### config.mk
export PLATFORM = sky130hd
export DESIGN_NAME = fptg_timing
export DESIGN_NICKNAME = d
export VERILOG_FILES = /design/src/logic/fptg_timing.v /design/src/logic/fptg_pixel_div.v
export VERILOG_INCLUDE_DIRS = /design/src /design/src/logic
export SDC_FILE = /design/constraint.sdc
export NUM_CORES = 1
export LEC_CHECK = 0
export BUFFER_PORTS_ARGS = -buffer_cell sky130_fd_sc_hd__clkbuf_2
export CAP_MARGIN = 5
export CORE_UTILIZATION = 60
export CTS_CLUSTER_SIZE = 30
export DETAILED_ROUTE_END_ITERATION = 10
export PLACE_DENSITY = 0.8
export SLEW_MARGIN = 40
export SYNTH_ARGS = -nofsm -noshare
export SYNTH_HDL_FRONTEND = slang
export SYNTH_SLANG_ARGS = --single-unit
### constraint.sdc
create_clock -name clk -period 9.55 [get_ports clk]
set_input_delay 0.4775 -clock clk [delete_from_list [all_inputs] [get_ports clk]]
set_output_delay 0.4775 -clock clk [all_outputs]
set_load 0.02 [all_outputs]
### src/logic/fptg_defines.vh
`ifndef FPTG_DEFINES_VH
`define FPTG_DEFINES_VH

// system clock
`define FPTG_CLK_NS          10

// pixel periods in ns, cycles rounded up
`define FPTG_TFT_PIX_NS      40
`define FPTG_SS_PIX_NS       35
`define FPTG_DUAL_PIX_NS     52
`define FPTG_TFT_DIV         ((`FPTG_TFT_PIX_NS + `FPTG_CLK_NS - 1) / `FPTG_CLK_NS)
`define FPTG_SS_DIV          ((`FPTG_SS_PIX_NS + `FPTG_CLK_NS - 1) / `FPTG_CLK_NS)
`define FPTG_DUAL_DIV        ((`FPTG_DUAL_PIX_NS + `FPTG_CLK_NS - 1) / `FPTG_CLK_NS)

// panel modes
`define FPTG_MODE_MONO_SINGLE 2'h0
`define FPTG_MODE_MONO_DUAL   2'h1
`define FPTG_MODE_COLOR_DUAL  2'h2
`define FPTG_MODE_TFT         2'h3

// tft timing in pixel periods and lines
`define FPTG_TFT_LINE        12'h325
`define FPTG_TFT_HSYNC       12'h060
`define FPTG_TFT_ACTIVE      12'h280
`define FPTG_TFT_TAIL        12'h010
`define FPTG_TFT_DE_START    (`FPTG_TFT_LINE - `FPTG_TFT_TAIL - `FPTG_TFT_ACTIVE)
`define FPTG_TFT_FRAME       12'h20d
`define FPTG_TFT_VSYNC       12'h002
`define FPTG_TFT_VLEAD       12'h002

// stn shift clock half periods in pixel periods
`define FPTG_SS_HALF         12'h004
`define FPTG_MD_HALF         12'h002
`define FPTG_CD_HALF         12'h001

// stn line and frame timing in pixel periods
`define FPTG_STN_SC_LEAD     12'h00b
`define FPTG_STN_LS_BACK     12'h00c
`define FPTG_STN_FS_HOLD     12'h006

// register reset values
`define FPTG_ACTIVE_DEF      12'h280
`define FPTG_BLANK_DEF       12'h070
`define FPTG_LPS_DEF         4'h7
`define FPTG_LINES_DEF       12'h1e0

// register offsets
`define FPTG_ADDR_ACTIVE     3'h0
`define FPTG_ADDR_BLANK      3'h1
`define FPTG_ADDR_LPS        3'h2
`define FPTG_ADDR_LINES      3'h3
`define FPTG_ADDR_HPOS       3'h4
`define FPTG_ADDR_VPOS       3'h5

`endif

### src/logic/fptg_timing.v
// Summary of operation
// tft line lasts 805 pixel periods, 640 active, line sync low 96
// tft frame lasts 525 lines, frame sync low for 2 lines
// tft display enable rises after sync, stays active 640 pixel periods
// tft display enable falls 16 pixel periods before next line sync fall
// tft frame sync falls at least one pixel period before line sync
// tft data changes on shift clock rise, stable around the fall
// tft line sync and enable settle half a period before sampling fall
// tft shift clock runs one pixel period, half high, half low
// tft pixel period is 40 ns
// mono single stn: 8-bit data, shift clock 8 periods, 4 low 4 high
// mono single stn pixel period is 35 ns; the code rounds up to 4 clocks, 40 ns
// mono dual stn: 8-bit data, shift clock 4 periods, 2 low 2 high
// dual stn pixel period is 52 ns; the code rounds up to 6 clocks, 60 ns
// colour dual stn: 16-bit data, shift clock 2 periods, 1 low 1 high
// stn line period is active width plus blanking width
// stn line sync lasts select plus one; shift restarts 11 minus select later
// stn frame sync held 6 after line sync fall, set up about a line
// stn ac bias changes only at or after line sync fall
// stn shift clock pauses in blanking, last fall well before line sync
// static mode input; programmable widths and select with defaults
//
// Strobed register access and the address map are this design's own decisions.
`timescale 1ns/1ns
`include "fptg_defines.vh"
module fptg_timing
(
	input  wire        clk,
	input  wire        reset_n,
	input  wire [1:0]  panel_mode,
	input  wire [2:0]  reg_addr,
	input  wire [15:0] reg_wdata,
	input  wire        reg_write,
	input  wire        reg_read,
	output reg  [15:0] reg_rdata,
	input  wire [15:0] pixel_in,
	output wire        pixel_take,
	output reg         line_sync,
	output reg         frame_sync,
	output wire        shift_clock,
	output reg         ac_bias,
	output reg         display_enable_n,
	output reg  [15:0] panel_data
);
	reg  [11:0] active_width;
	reg  [11:0] blanking_width;
	reg  [3:0]  line_pulse_select;
	reg  [11:0] frame_lines;
	reg  [11:0] h;
	reg  [11:0] v;
	reg         stn_shift;

	reg  [3:0]  divisor;
	reg  [11:0] half;
	wire        is_tft;
	wire        pix_en;
	wire        tft_shift;
	wire [11:0] line_total;
	wire [11:0] frame_total;
	wire [11:0] next_h;
	wire [11:0] next_v;
	wire [11:0] line_after;
	wire [11:0] ls_fall_h;
	wire [11:0] ls_rise_h;
	wire [11:0] phase;
	wire        stn_active;
	wire        next_stn_shift;
	wire        next_tft_de;
	wire        load_next;
	reg  [1:0]  mode_meta;
	reg  [1:0]  mode_mid;
	reg  [1:0]  mode_late;
	reg  [1:0]  mode_q;
	wire [31:0] tft_div_w;
	wire [31:0] ss_div_w;
	wire [31:0] dual_div_w;
	wire        wide_data;
	wire [15:0] next_panel_data;

	assign is_tft    = (mode_q == `FPTG_MODE_TFT);
	assign wide_data = is_tft || (mode_q == `FPTG_MODE_COLOR_DUAL);

	// mode pin crosses in three stages; a change counts once the last two agree
	always @(posedge clk)
	begin
		mode_meta <= panel_mode;
		mode_mid  <= mode_meta;
		mode_late <= mode_mid;
		if (mode_mid == mode_late)
			mode_q <= mode_late;
	end

	// divisors kept as full integers, cut to the divider width on purpose
	assign tft_div_w  = `FPTG_TFT_DIV;
	assign ss_div_w   = `FPTG_SS_DIV;
	assign dual_div_w = `FPTG_DUAL_DIV;

	// pixel period per mode
	always @*
	begin
		case (mode_q)
			`FPTG_MODE_TFT:         divisor = tft_div_w[3:0];
			`FPTG_MODE_MONO_SINGLE: divisor = ss_div_w[3:0];
			`FPTG_MODE_MONO_DUAL:   divisor = dual_div_w[3:0];
			`FPTG_MODE_COLOR_DUAL:  divisor = dual_div_w[3:0];
			default:                divisor = dual_div_w[3:0];
		endcase
	end

	// stn shift clock half period
	always @*
	begin
		case (mode_q)
			`FPTG_MODE_MONO_SINGLE: half = `FPTG_SS_HALF;
			`FPTG_MODE_MONO_DUAL:   half = `FPTG_MD_HALF;
			`FPTG_MODE_COLOR_DUAL:  half = `FPTG_CD_HALF;
			default:                half = `FPTG_CD_HALF;
		endcase
	end

	fptg_pixel_div u_div
	(
		.clk        (clk),
		.reset_n    (reset_n),
		.divisor    (divisor),
		.pix_en     (pix_en),
		.first_half (tft_shift)
	);

	// line and frame lengths
	assign line_total  = is_tft ? `FPTG_TFT_LINE : (active_width + blanking_width); // see
	assign frame_total = is_tft ? `FPTG_TFT_FRAME : frame_lines;

	assign next_h     = (h >= line_total - 12'h001) ? 12'h000 : h + 12'h001;
	assign line_after = (v >= frame_total - 12'h001) ? 12'h000 : v + 12'h001;
	assign next_v     = (next_h == 12'h000) ? line_after : v;

	// stn line sync window
	assign ls_fall_h = line_total - `FPTG_STN_SC_LEAD + {8'h00, line_pulse_select};
	assign ls_rise_h = line_total - `FPTG_STN_LS_BACK;                              // see

	// stn shift clock: high first half of each group, idle low in blanking
	assign phase          = next_h & ((half << 1) - 12'h001);
	assign stn_active     = (next_h < active_width);
	assign next_stn_shift = stn_active && (phase < half);              // see see
	assign next_tft_de    = (next_h >= `FPTG_TFT_DE_START) &&
	                        (next_h < `FPTG_TFT_DE_START + `FPTG_TFT_ACTIVE); // see
	assign load_next      = is_tft ? next_tft_de : (stn_active && (phase == 12'h000));

	assign pixel_take  = pix_en && load_next;
	assign shift_clock = is_tft ? tft_shift : stn_shift;

	// raster counters, moving on pixel boundaries
	always @(posedge clk)
	begin
		if (!reset_n)
		begin
			h <= 12'h000;
			v <= 12'h000;
		end
		else if (pix_en)
		begin
			h <= next_h;
			v <= next_v;
		end
	end

	// line sync; tft outputs change at the shift clock rise, half a period before the sampling fall
	always @(posedge clk)
	begin
		if (!reset_n)
			line_sync <= 1'b0;
		else if (pix_en)
		begin
			if (is_tft)
				line_sync <= (next_h >= `FPTG_TFT_HSYNC);                   // see
			else
				line_sync <= (next_h >= ls_rise_h) && (next_h < ls_fall_h);
		end
	end

	// display enable: tft active window, stn active part of the line
	always @(posedge clk)
	begin
		if (!reset_n)
			display_enable_n <= 1'b0;
		else if (pix_en)
		begin
			if (is_tft)
				display_enable_n <= next_tft_de; // see
			else
				display_enable_n <= stn_active;
		end
	end

	// frame sync: tft changes two pixel periods ahead of the line sync fall
	always @(posedge clk)
	begin
		if (!reset_n)
			frame_sync <= 1'b0;
		else if (pix_en)
		begin
			if (is_tft)
			begin
				if (next_h == line_total - `FPTG_TFT_VLEAD)
					frame_sync <= (line_after >= `FPTG_TFT_VSYNC); // see
			end
			else
			begin
				if ((next_v == frame_total - 12'h001) && (next_h == 12'h000))
					frame_sync <= 1'b1;
				else if ((next_v == 12'h000) && (next_h == `FPTG_STN_FS_HOLD))
					frame_sync <= 1'b0;
			end
		end
	end

	// ac bias toggles once a frame in stn modes, with the line sync fall; tft holds it low
	always @(posedge clk)
	begin
		if (!reset_n)
			ac_bias <= 1'b0;
		else if (pix_en)
		begin
			if (is_tft)
				ac_bias <= 1'b0;
			else if ((next_v == 12'h000) && (next_h == ls_fall_h))
				ac_bias <= ~ac_bias;
		end
	end

	// stn shift clock, idle low outside the active part
	always @(posedge clk)
	begin
		if (!reset_n)
			stn_shift <= 1'b0;
		else if (pix_en)
		begin
			if (is_tft)
				stn_shift <= 1'b0;
			else
				stn_shift <= next_stn_shift;
		end
	end

	// per-bit lane select: the upper byte stays zero in the 8-bit modes
	genvar bit_i;
	generate
		for (bit_i = 0; bit_i < 16; bit_i = bit_i + 1)
		begin : g_lane
			if (bit_i < 8)
			begin : g_low
				assign next_panel_data[bit_i] = pixel_in[bit_i];
			end
			else
			begin : g_high
				assign next_panel_data[bit_i] = wide_data & pixel_in[bit_i]; // see see
			end
		end
	endgenerate

	// panel data loads where the shift clock rises
	always @(posedge clk)
	begin
		if (!reset_n)
			panel_data <= 16'h0000;
		else if (pix_en)
		begin
			if (is_tft)
			begin
				if (next_tft_de)
					panel_data <= next_panel_data;
				else
					panel_data <= 16'h0000;
			end
			else if (stn_active && (phase == 12'h000))
				panel_data <= next_panel_data; // see see
		end
	end

	// register port: programmable timing and raster position
	always @(posedge clk)
	begin
		if (!reset_n)
			active_width <= `FPTG_ACTIVE_DEF;
		else if (reg_write && (reg_addr == `FPTG_ADDR_ACTIVE))
			active_width <= reg_wdata[11:0];
	end

	always @(posedge clk)
	begin
		if (!reset_n)
			blanking_width <= `FPTG_BLANK_DEF;
		else if (reg_write && (reg_addr == `FPTG_ADDR_BLANK))
			blanking_width <= reg_wdata[11:0];
	end

	always @(posedge clk)
	begin
		if (!reset_n)
			line_pulse_select <= `FPTG_LPS_DEF;
		else if (reg_write && (reg_addr == `FPTG_ADDR_LPS))
			line_pulse_select <= reg_wdata[3:0];
	end

	// stn lines per frame
	always @(posedge clk)
	begin
		if (!reset_n)
			frame_lines <= `FPTG_LINES_DEF;
		else if (reg_write && (reg_addr == `FPTG_ADDR_LINES))
			frame_lines <= reg_wdata[11:0];
	end

	// read data stands for the one cycle after the read strobe

	always @(posedge clk)
	begin
		if (!reset_n)
			reg_rdata <= 16'h0000;
		else if (reg_read)
		begin
			case (reg_addr)
				`FPTG_ADDR_ACTIVE: reg_rdata <= {4'h0, active_width};
				`FPTG_ADDR_BLANK:  reg_rdata <= {4'h0, blanking_width};
				`FPTG_ADDR_LPS:    reg_rdata <= {12'h000, line_pulse_select};
				`FPTG_ADDR_LINES:  reg_rdata <= {4'h0, frame_lines};
				`FPTG_ADDR_HPOS:   reg_rdata <= {4'h0, h};
				`FPTG_ADDR_VPOS:   reg_rdata <= {frame_sync, line_sync, 2'h0, v};
				default:           reg_rdata <= 16'h0000;
			endcase
		end
		else
			reg_rdata <= 16'h0000;
	end
endmodule // fptg_timing

### src/logic/fptg_pixel_div.v
`timescale 1ns/1ns
module fptg_pixel_div
(
	input  wire       clk,
	input  wire       reset_n,
	input  wire [3:0] divisor,
	output wire       pix_en,
	output reg        first_half
);
	reg  [3:0] cnt;
	wire [3:0] cnt_inc;

	assign cnt_inc = cnt + 4'h1;
	assign pix_en  = (cnt_inc >= divisor);

	// pixel enable and half-period phase of the pixel clock
	always @(posedge clk)
	begin
		if (!reset_n)
		begin
			cnt        <= 4'h0;
			first_half <= 1'b1;
		end
		else if (pix_en)
		begin
			cnt        <= 4'h0;
			first_half <= 1'b1;
		end
		else
		begin
			cnt <= cnt_inc;
			if (cnt_inc == {1'b0, divisor[3:1]})
				first_half <= 1'b0;
		end
	end
endmodule // fptg_pixel_div

==> flow_summary_export.csv, run 1 <==
group,metric,value,unit
run_status,status,"complete, no violations",
critical_path,crit_path_start_kind,"register",
power_and_ir_drop,combPwrFrac,22.5,%
yosys,synth_seq_cells,112,
yosys,synth-adder-area-share,15.21,%
power_and_ir_drop,internal_power,794.5,uW
routing,wl,25420,um
cts,cts_tree,"done",
critical_path,r2r_start,"active_width[0]",
placed_design,hpwl,19070,um
power_and_ir_drop,peakVddDrop,0.1087,mV
critical_path,cp_num_buf_inv,2,
yosys,synth_xor_area_share,8.151,%
sta,finalHoldViolCount,0,
power_and_ir_drop,clkPwrFrac,34.6,%
cts,cts_hold_buf,0,
routing,ant_nets,0,
sta,maxSlewViolCount,0,
power_and_ir_drop,switching_power,362.1,uW
floorplanning,rows,45,
placed_design,dp.cells,1405,
critical_path,setup.worst_path.end_class,"output pin",
floorplanning,fp.coreArea,0.01526,mm2
sta,fin_crit_sh,87.06,%
critical_path,worstSetupPathType,"register to output pin",
critical_path,r2r_slack,1.98,ns
cts,clock_path_buffers,2,
yosys,synthCells,1177,
placed_design,gp_congestion,0.9542,
yosys,syn_area,0.009394,mm2
routing,vias_per_cell,6.260,
cts,clkSinkCount,112,
routing,first_iter_violations,915,
sta,rsz0062_at_grt,"false",
final_layout,fillers,1306,
critical_path,setup.worst_path.end,"pixel_take",
critical_path,cpMaxStageDelayCell,"o21ai_4",
yosys,synth-edff-count,2,
yosys,synth-async-reset-ratio,0,%
yosys,synth_compound_gate_area_share,19.50,%
critical_path,worstPathArrival,7.84,ns
placed_design,numPortBuffers,72,
critical_path,timing.rr.end,"panel_data[3]",
floorplanning,io_pins,79,
floorplanning,start_util,61.57,%
sta,setup_tns,0,ns
final_layout,layout-drive-gt1-share,11.16,%
final_layout,fin_nets,1359,
yosys,yosysUniqueCellTypes,91,
yosys,synth-seq-area-share,24.08,%
sta,maxSlewHeadroom,47.70,%
job,drv_cap,0,
grt,grt_pass1_vias,8067,
yosys,avgSynthCellArea,7.981,um2
critical_path,critPathLaunch,"active_width[0]",
sta,worstMarginPinSlew,0.7626,ns
yosys,synth_top_family_by_area,"simple AND/OR/NAND/NOR gates",
grt,gr-usage-all-layers,31.71,%
cts,clockRootBuffer,"clkbuf_16",
grt,grt_max_degree,58,
power_and_ir_drop,power.density,114.6,mW/mm2
critical_path,worst-path-stages,29,
yosys,ys.flop_type,"dfxtp_1",
power_and_ir_drop,p_leak,0.004444,uW
routing,drcViolationCount,0,
yosys,synth-simple-area-share,21.79,%
yosys,yosys-mux-area-fraction,5.581,%
final_layout,areaGrowthSynthToFinish,7.418,%
sta,max_freq,0.1203,GHz
critical_path,critPathMaxFanout,30,
final_layout,n_antenna_cell,0,
cts,clock_latency,0.37,ns
min_path,hold_class,"input port to register",
cts,clkTransAtPathRegs,0.08,ns
floorplanning,die_w,127.1,um
cts,post_cts_buffers,0,
power_and_ir_drop,power_frac_seq,42.8,%
grt,grt.overflow.total,0,
critical_path,cp_slowest_stage_delay,0.75,ns
sta,period_minus_slack,8.314,ns
critical_path,reg2regPathDepth,29,
cts,ctsResizeCount,0,
routing,first_pass_iters,5,
sta,setup_viol,0,
routing,wire_per_inst,17.89,um
routing,vias,8896,
floorplanning,die_h,127.1,um
floorplanning,die_area,0.01616,mm2
yosys,ys_warn_count,0,
critical_path,crit_family,"compound AO/OA/AOI/OAI gates",
critical_path,required,9.07,ns
cts,ctsHtreeMaxLevel,3,
cts,cts_buffers,9,
sta,finClkSkew,0.01285,ns
power_and_ir_drop,swShare,31.31,%
grt,grt_pass1_wl,40530,um
grt,antenna_found_initial,0,
final_layout,fin_cells,1421,
## Yosys cell counts (9+ instances only)
cell type / n / area [um2]
clkbuf_1: 44 / 165.2
xnor2_1: 45 / 394.1
ha_1: 111 / 1389
a211oi_1: 11 / 82.58
nor2b_1: 42 / 262.8
a21oi_1: 91 / 455.4
nor4_1: 10 / 62.56
nand4_1: 16 / 100.1
a21o_1: 19 / 142.6
o211ai_1: 15 / 112.6
xor2_1: 34 / 297.8
nand3_1: 25 / 125.1
a31oi_1: 9 / 56.30
inv_1: 58 / 217.7
nand2_1: 142 / 533.0
o21a_1: 9 / 67.56
mux2i_1: 31 / 310.3
nor2_1: 120 / 450.4
nor3_1: 30 / 150.1
dfxtp_1: 110 / 2202
o21ai_0: 35 / 175.2
## worst register-to-register path, delay by kind of cell, from the launching register on
| kind | cells | cell delay [ns] |
|---|---|---|
| adders and majority gates | 5 | 1.57 |
| buffers and inverters | 1 | 0.32 |
| DFF | 1 | 0.34 |
| muxes | 1 | 0.26 |
| xor gates and xnor gates | 2 | 0.29 |
| and+or+nand+nor | 5 | 1.20 |
| AOI/OAI and AO/OA | 15 | 3.49 |
## stage by stage
stage                     util (%)  hold slack [ns]  setup slack, ns  power [uW]  area, um2
after floorplan                  -           0.3096            2.113       694.9       9402
after global placement       64.15           0.3100            1.784       752.9       9788
after detailed placement     64.15           0.3179            1.732       760.9       9788
after CTS                    66.13           0.1941            1.300        1155      10090
after global routing         66.13           0.1886           0.6677        1206      10090
final                        66.13           0.2045            1.236        1157      10090
## sequential cells by signal (all words and copies together) (netlist names), 2 cells and up
register and flops:
panel_data 16, reg_rdata 14, active_width 12, blanking_width 12, frame_lines 12, h 12
v 12, line_pulse_select 4, u_div.cnt 4, mode_late 2, mode_meta 2, mode_mid 2
mode_q 2
## cells by family (layout without fill, tap and decap cells)
| kind of cell | Yosys count | after routing |
|---|---|---|
| and+or+nand+nor | 432 | 432 |
| AOI/OAI and AO/OA | 269 | 269 |
| buffers and inverters | 125 | 156 |
| adders and majority gates | 113 | 113 |
| DFF | 112 | 112 |
| xor gates and xnor gates | 82 | 82 |
| muxes | 43 | 43 |
| other | 1 | 3 |
## worst min path at each step
stage / start / to / depth (start not counted)
2_1_floorplan: mode_meta[0] / mode_mid[0] / 0
3_3_place_gp: mode_meta[1] / mode_mid[1] / 0
3_5_place_dp: mode_meta[1] / mode_mid[1] / 0
4_1_cts: panel_mode[0] / mode_meta[0] / 1
5_1_grt: panel_mode[0] / mode_meta[0] / 1
6_report: panel_mode[0] / mode_meta[0] / 1
## cells in the final DEF (no fill, tap or decap), types with 25 or more instances in the layout
master / count
nor2_1: 120
nand2_1: 142
xnor2_1: 45
nor3_1: 30
o21ai_0: 35
dfxtp_1: 110
mux2i_1: 31
xor2_1: 34
ha_1: 111
inv_1: 58
nand3_1: 25
nor2b_1: 42
a21oi_1: 91
clkbuf_2: 72
## layer usage
metal	part of all wire (%)	GRT usage (%)	vias up
met1	43	42.27	4137
met3	8.8	5.151	80
met2	45	51.20	461
li1	-	-	4218
met4	3.3	12.82	0
met5	0	0	-
## layout make-up
type	count	area, um2	area share [%]
inverter	61	229.0	2.269
tap	211	264.0	2.616
timing repair buffer	79	412.9	4.092
sequential	112	2262	22.42
multi-input combinational	942	6620	65.60
clock inverter	6	73.82	0.7316
clock buffer	10	229.0	2.269
## power by group through the flow
stage | registers (uW) | logic, uW | clock network, uW
after floorplan | 504 | 191 | 0
after global placement | 505 | 248 | 0
after detailed placement | 506 | 255 | 0
after CTS | 495 | 258 | 403
after global routing | 497 | 289 | 420
final | 495 | 261 | 401
Power figures use the tool's default switching activity.
==> run 2, diff against run 1 <==
RECOVER_POWER = 100   (was unset)
==> run 2 against run 1 <==
- sequential share of layout area grew 0.22 points
- worst setup slack worse by 0.23 ns
- utilization down 0.64 points
- final cell count unchanged
- first-iteration DRC count down 8.0%
- via count down 0.90%
- worst hold slack improved by 0.0026 ns
- critical endpoint unchanged
- non-clock buffer count stayed put
- largest cell class unchanged
- critical path type unchanged
==> flow_summary_export.csv, run 2 (synthesized netlist as in run 1, its figures left out) <==
group,metric,value,unit
routing,first_iter_violations,842,
routing,vias,8816,
final_layout,n_antenna_cell,0,
final_layout,fillers,1339,
critical_path,r2r_slack,1.80,ns
floorplanning,die_h,127.1,um
grt,grt_max_degree,58,
sta,maxSlewHeadroom,17.66,%
routing,wl,25420,um
placed_design,hpwl,19070,um
floorplanning,rows,45,
critical_path,critPathMaxFanout,30,
min_path,hold_depth,1,
final_layout,layout-drive-gt1-share,7.355,%
cts,cts_tree,"done",
power_and_ir_drop,power.density,115.3,mW/mm2
critical_path,r2r_start,"active_width[0]",
cts,cts_hold_buf,0,
final_layout,final_cell_mix,"nand2_1, nor2_1, ha_1, dfxtp_1, a21oi_1",
critical_path,reg2regPathDepth,29,
cts,clkTransAtPathRegs,0.08,ns
grt,gr-usage-all-layers,31.71,%
run_status,status,"complete, no violations",
cts,ctsResizeCount,0,
critical_path,timing.rr.end,"panel_data[3]",
grt,grt_pass1_vias,8067,
min_path,hold_class,"input port to register",
final_layout,multi_input_area,0.006575,mm2
cts,cts_buffers,9,
final_layout,areaGrowthSynthToFinish,6.380,%
sta,rsz0062_at_grt,"false",
routing,vias_per_cell,6.204,
final_layout,reg_top3,"panel_data (16), reg_rdata (14)",
critical_path,required,9.07,ns
sta,worstMarginPinSlew,1.235,ns
sta,max_freq,0.1170,GHz
placed_design,numPortBuffers,72,
sta,finClkSkew,0.01263,ns
sta,setup_tns,0,ns
placed_design,dp.cells,1405,
cts,clock_latency,0.36,ns
grt,grt.overflow.total,0,
grt,grt_pass1_wl,40530,um
floorplanning,start_util,61.57,%
cts,ctsHtreeMaxLevel,3,
min_path,min_from,"panel_mode[0]",
critical_path,worstPathArrival,8.07,ns
cts,clockRootBuffer,"clkbuf_16",
routing,wire_per_inst,17.89,um
power_and_ir_drop,peakVddDrop,0.1077,mV
placed_design,placed_area,0.009788,mm2
floorplanning,die_area,0.01616,mm2
final_layout,fin_nets,1359,
routing,first_pass_iters,6,
power_and_ir_drop,p_leak,0.004308,uW
routing,ant_nets,0,
min_path,min_to,"mode_meta[0]",
grt,antenna_found_initial,0,
cts,clock_path_buffers,2,
placed_design,gp_congestion,0.9542,
sta,maxSlewViolCount,0,
floorplanning,die_w,127.1,um
final_layout,stdcell_area,0.009993,mm2
final_layout,post-route-util,65.49,%
sta,period_minus_slack,8.546,ns
sta,setup_viol,0,
job,drv_cap,0,
sta,fin_crit_sh,89.49,%
critical_path,cpMaxStageDelayCell,"nor2_1",
final_layout,final_common_cell,"nand2_1",
floorplanning,fp.coreArea,0.01526,mm2
critical_path,worstSetupPathType,"register to output pin",
cts,post_cts_buffers,0,
critical_path,setup.worst_path.end_class,"output pin",
critical_path,cp_slowest_stage_delay,0.48,ns
critical_path,cpMostUsedCell,"a21o_1",
final_layout,largest_reg_flops,16,
sta,finalHoldViolCount,0,
final_layout,regMostFlops,"panel_data",
routing,drcViolationCount,0,
critical_path,crit_path_start_kind,"register",
cts,clkSinkCount,112,
final_layout,regArea,0.002262,mm2
floorplanning,io_pins,79,
final_layout,fin_cells,1421,
[run 2: worst max-delay path by stage]
stage / from / endpoint / depth (start not counted)
6_report: active_width[0] / pixel_take / 29
2_1_floorplan: active_width[0] / pixel_take / 32
3_5_place_dp: active_width[0] / pixel_take / 30
4_1_cts: active_width[0] / pixel_take / 30
5_1_grt: active_width[0] / pixel_take / 30
3_3_place_gp: active_width[0] / pixel_take / 30
[run 2: area by class of cell]
class,count,share of cell area [%]
Multi-Input combinational cell,942,65.79
Sequential cell,112,22.64
Timing Repair Buffer,79,3.606
Tap cell,211,2.642
Clock buffer,10,2.291
Inverter,61,2.291
Clock inverter,6,0.7387
[run 2: worst max-delay path: cells and delay by family (launching register included)]
family,cells,cell delay (ns)
compound gates,17,3.81
fa+ha+maj,5,1.58
simple gates,3,1.10
buf+inv,2,0.56
flops,1,0.34
xor+xnor,2,0.30
[run 2: through the flow]
stage / hold slack [ns] / setup slack [ns] / power (uW)
2_1_floorplan: 0.3096 / 2.113 / 694.9
3_3_place_gp: 0.3100 / 1.784 / 752.9
3_5_place_dp: 0.3179 / 1.732 / 760.9
4_1_cts: 0.1941 / 1.300 / 1155
5_1_grt: 0.1886 / 0.4269 / 1203
6_report: 0.2071 / 1.004 / 1152
[run 2: layer usage]
metal | GRT usage, % | vias to the layer above | routed length, um
met5 | 0 | - | 0
met4 | 12.82 | 0 | 838
met3 | 5.151 | 79 | 2282
met2 | 51.20 | 447 | 11470
met1 | 42.27 | 4072 | 10830
li1 | - | 4218 | -
[run 2: power breakdown]
part           leakage (uW)  internal (uW)  total, uW  switching [uW]
logic               0.00325            103        257             154
registers          0.000913            481        495            14.6
clock network      0.000148            208        400             192
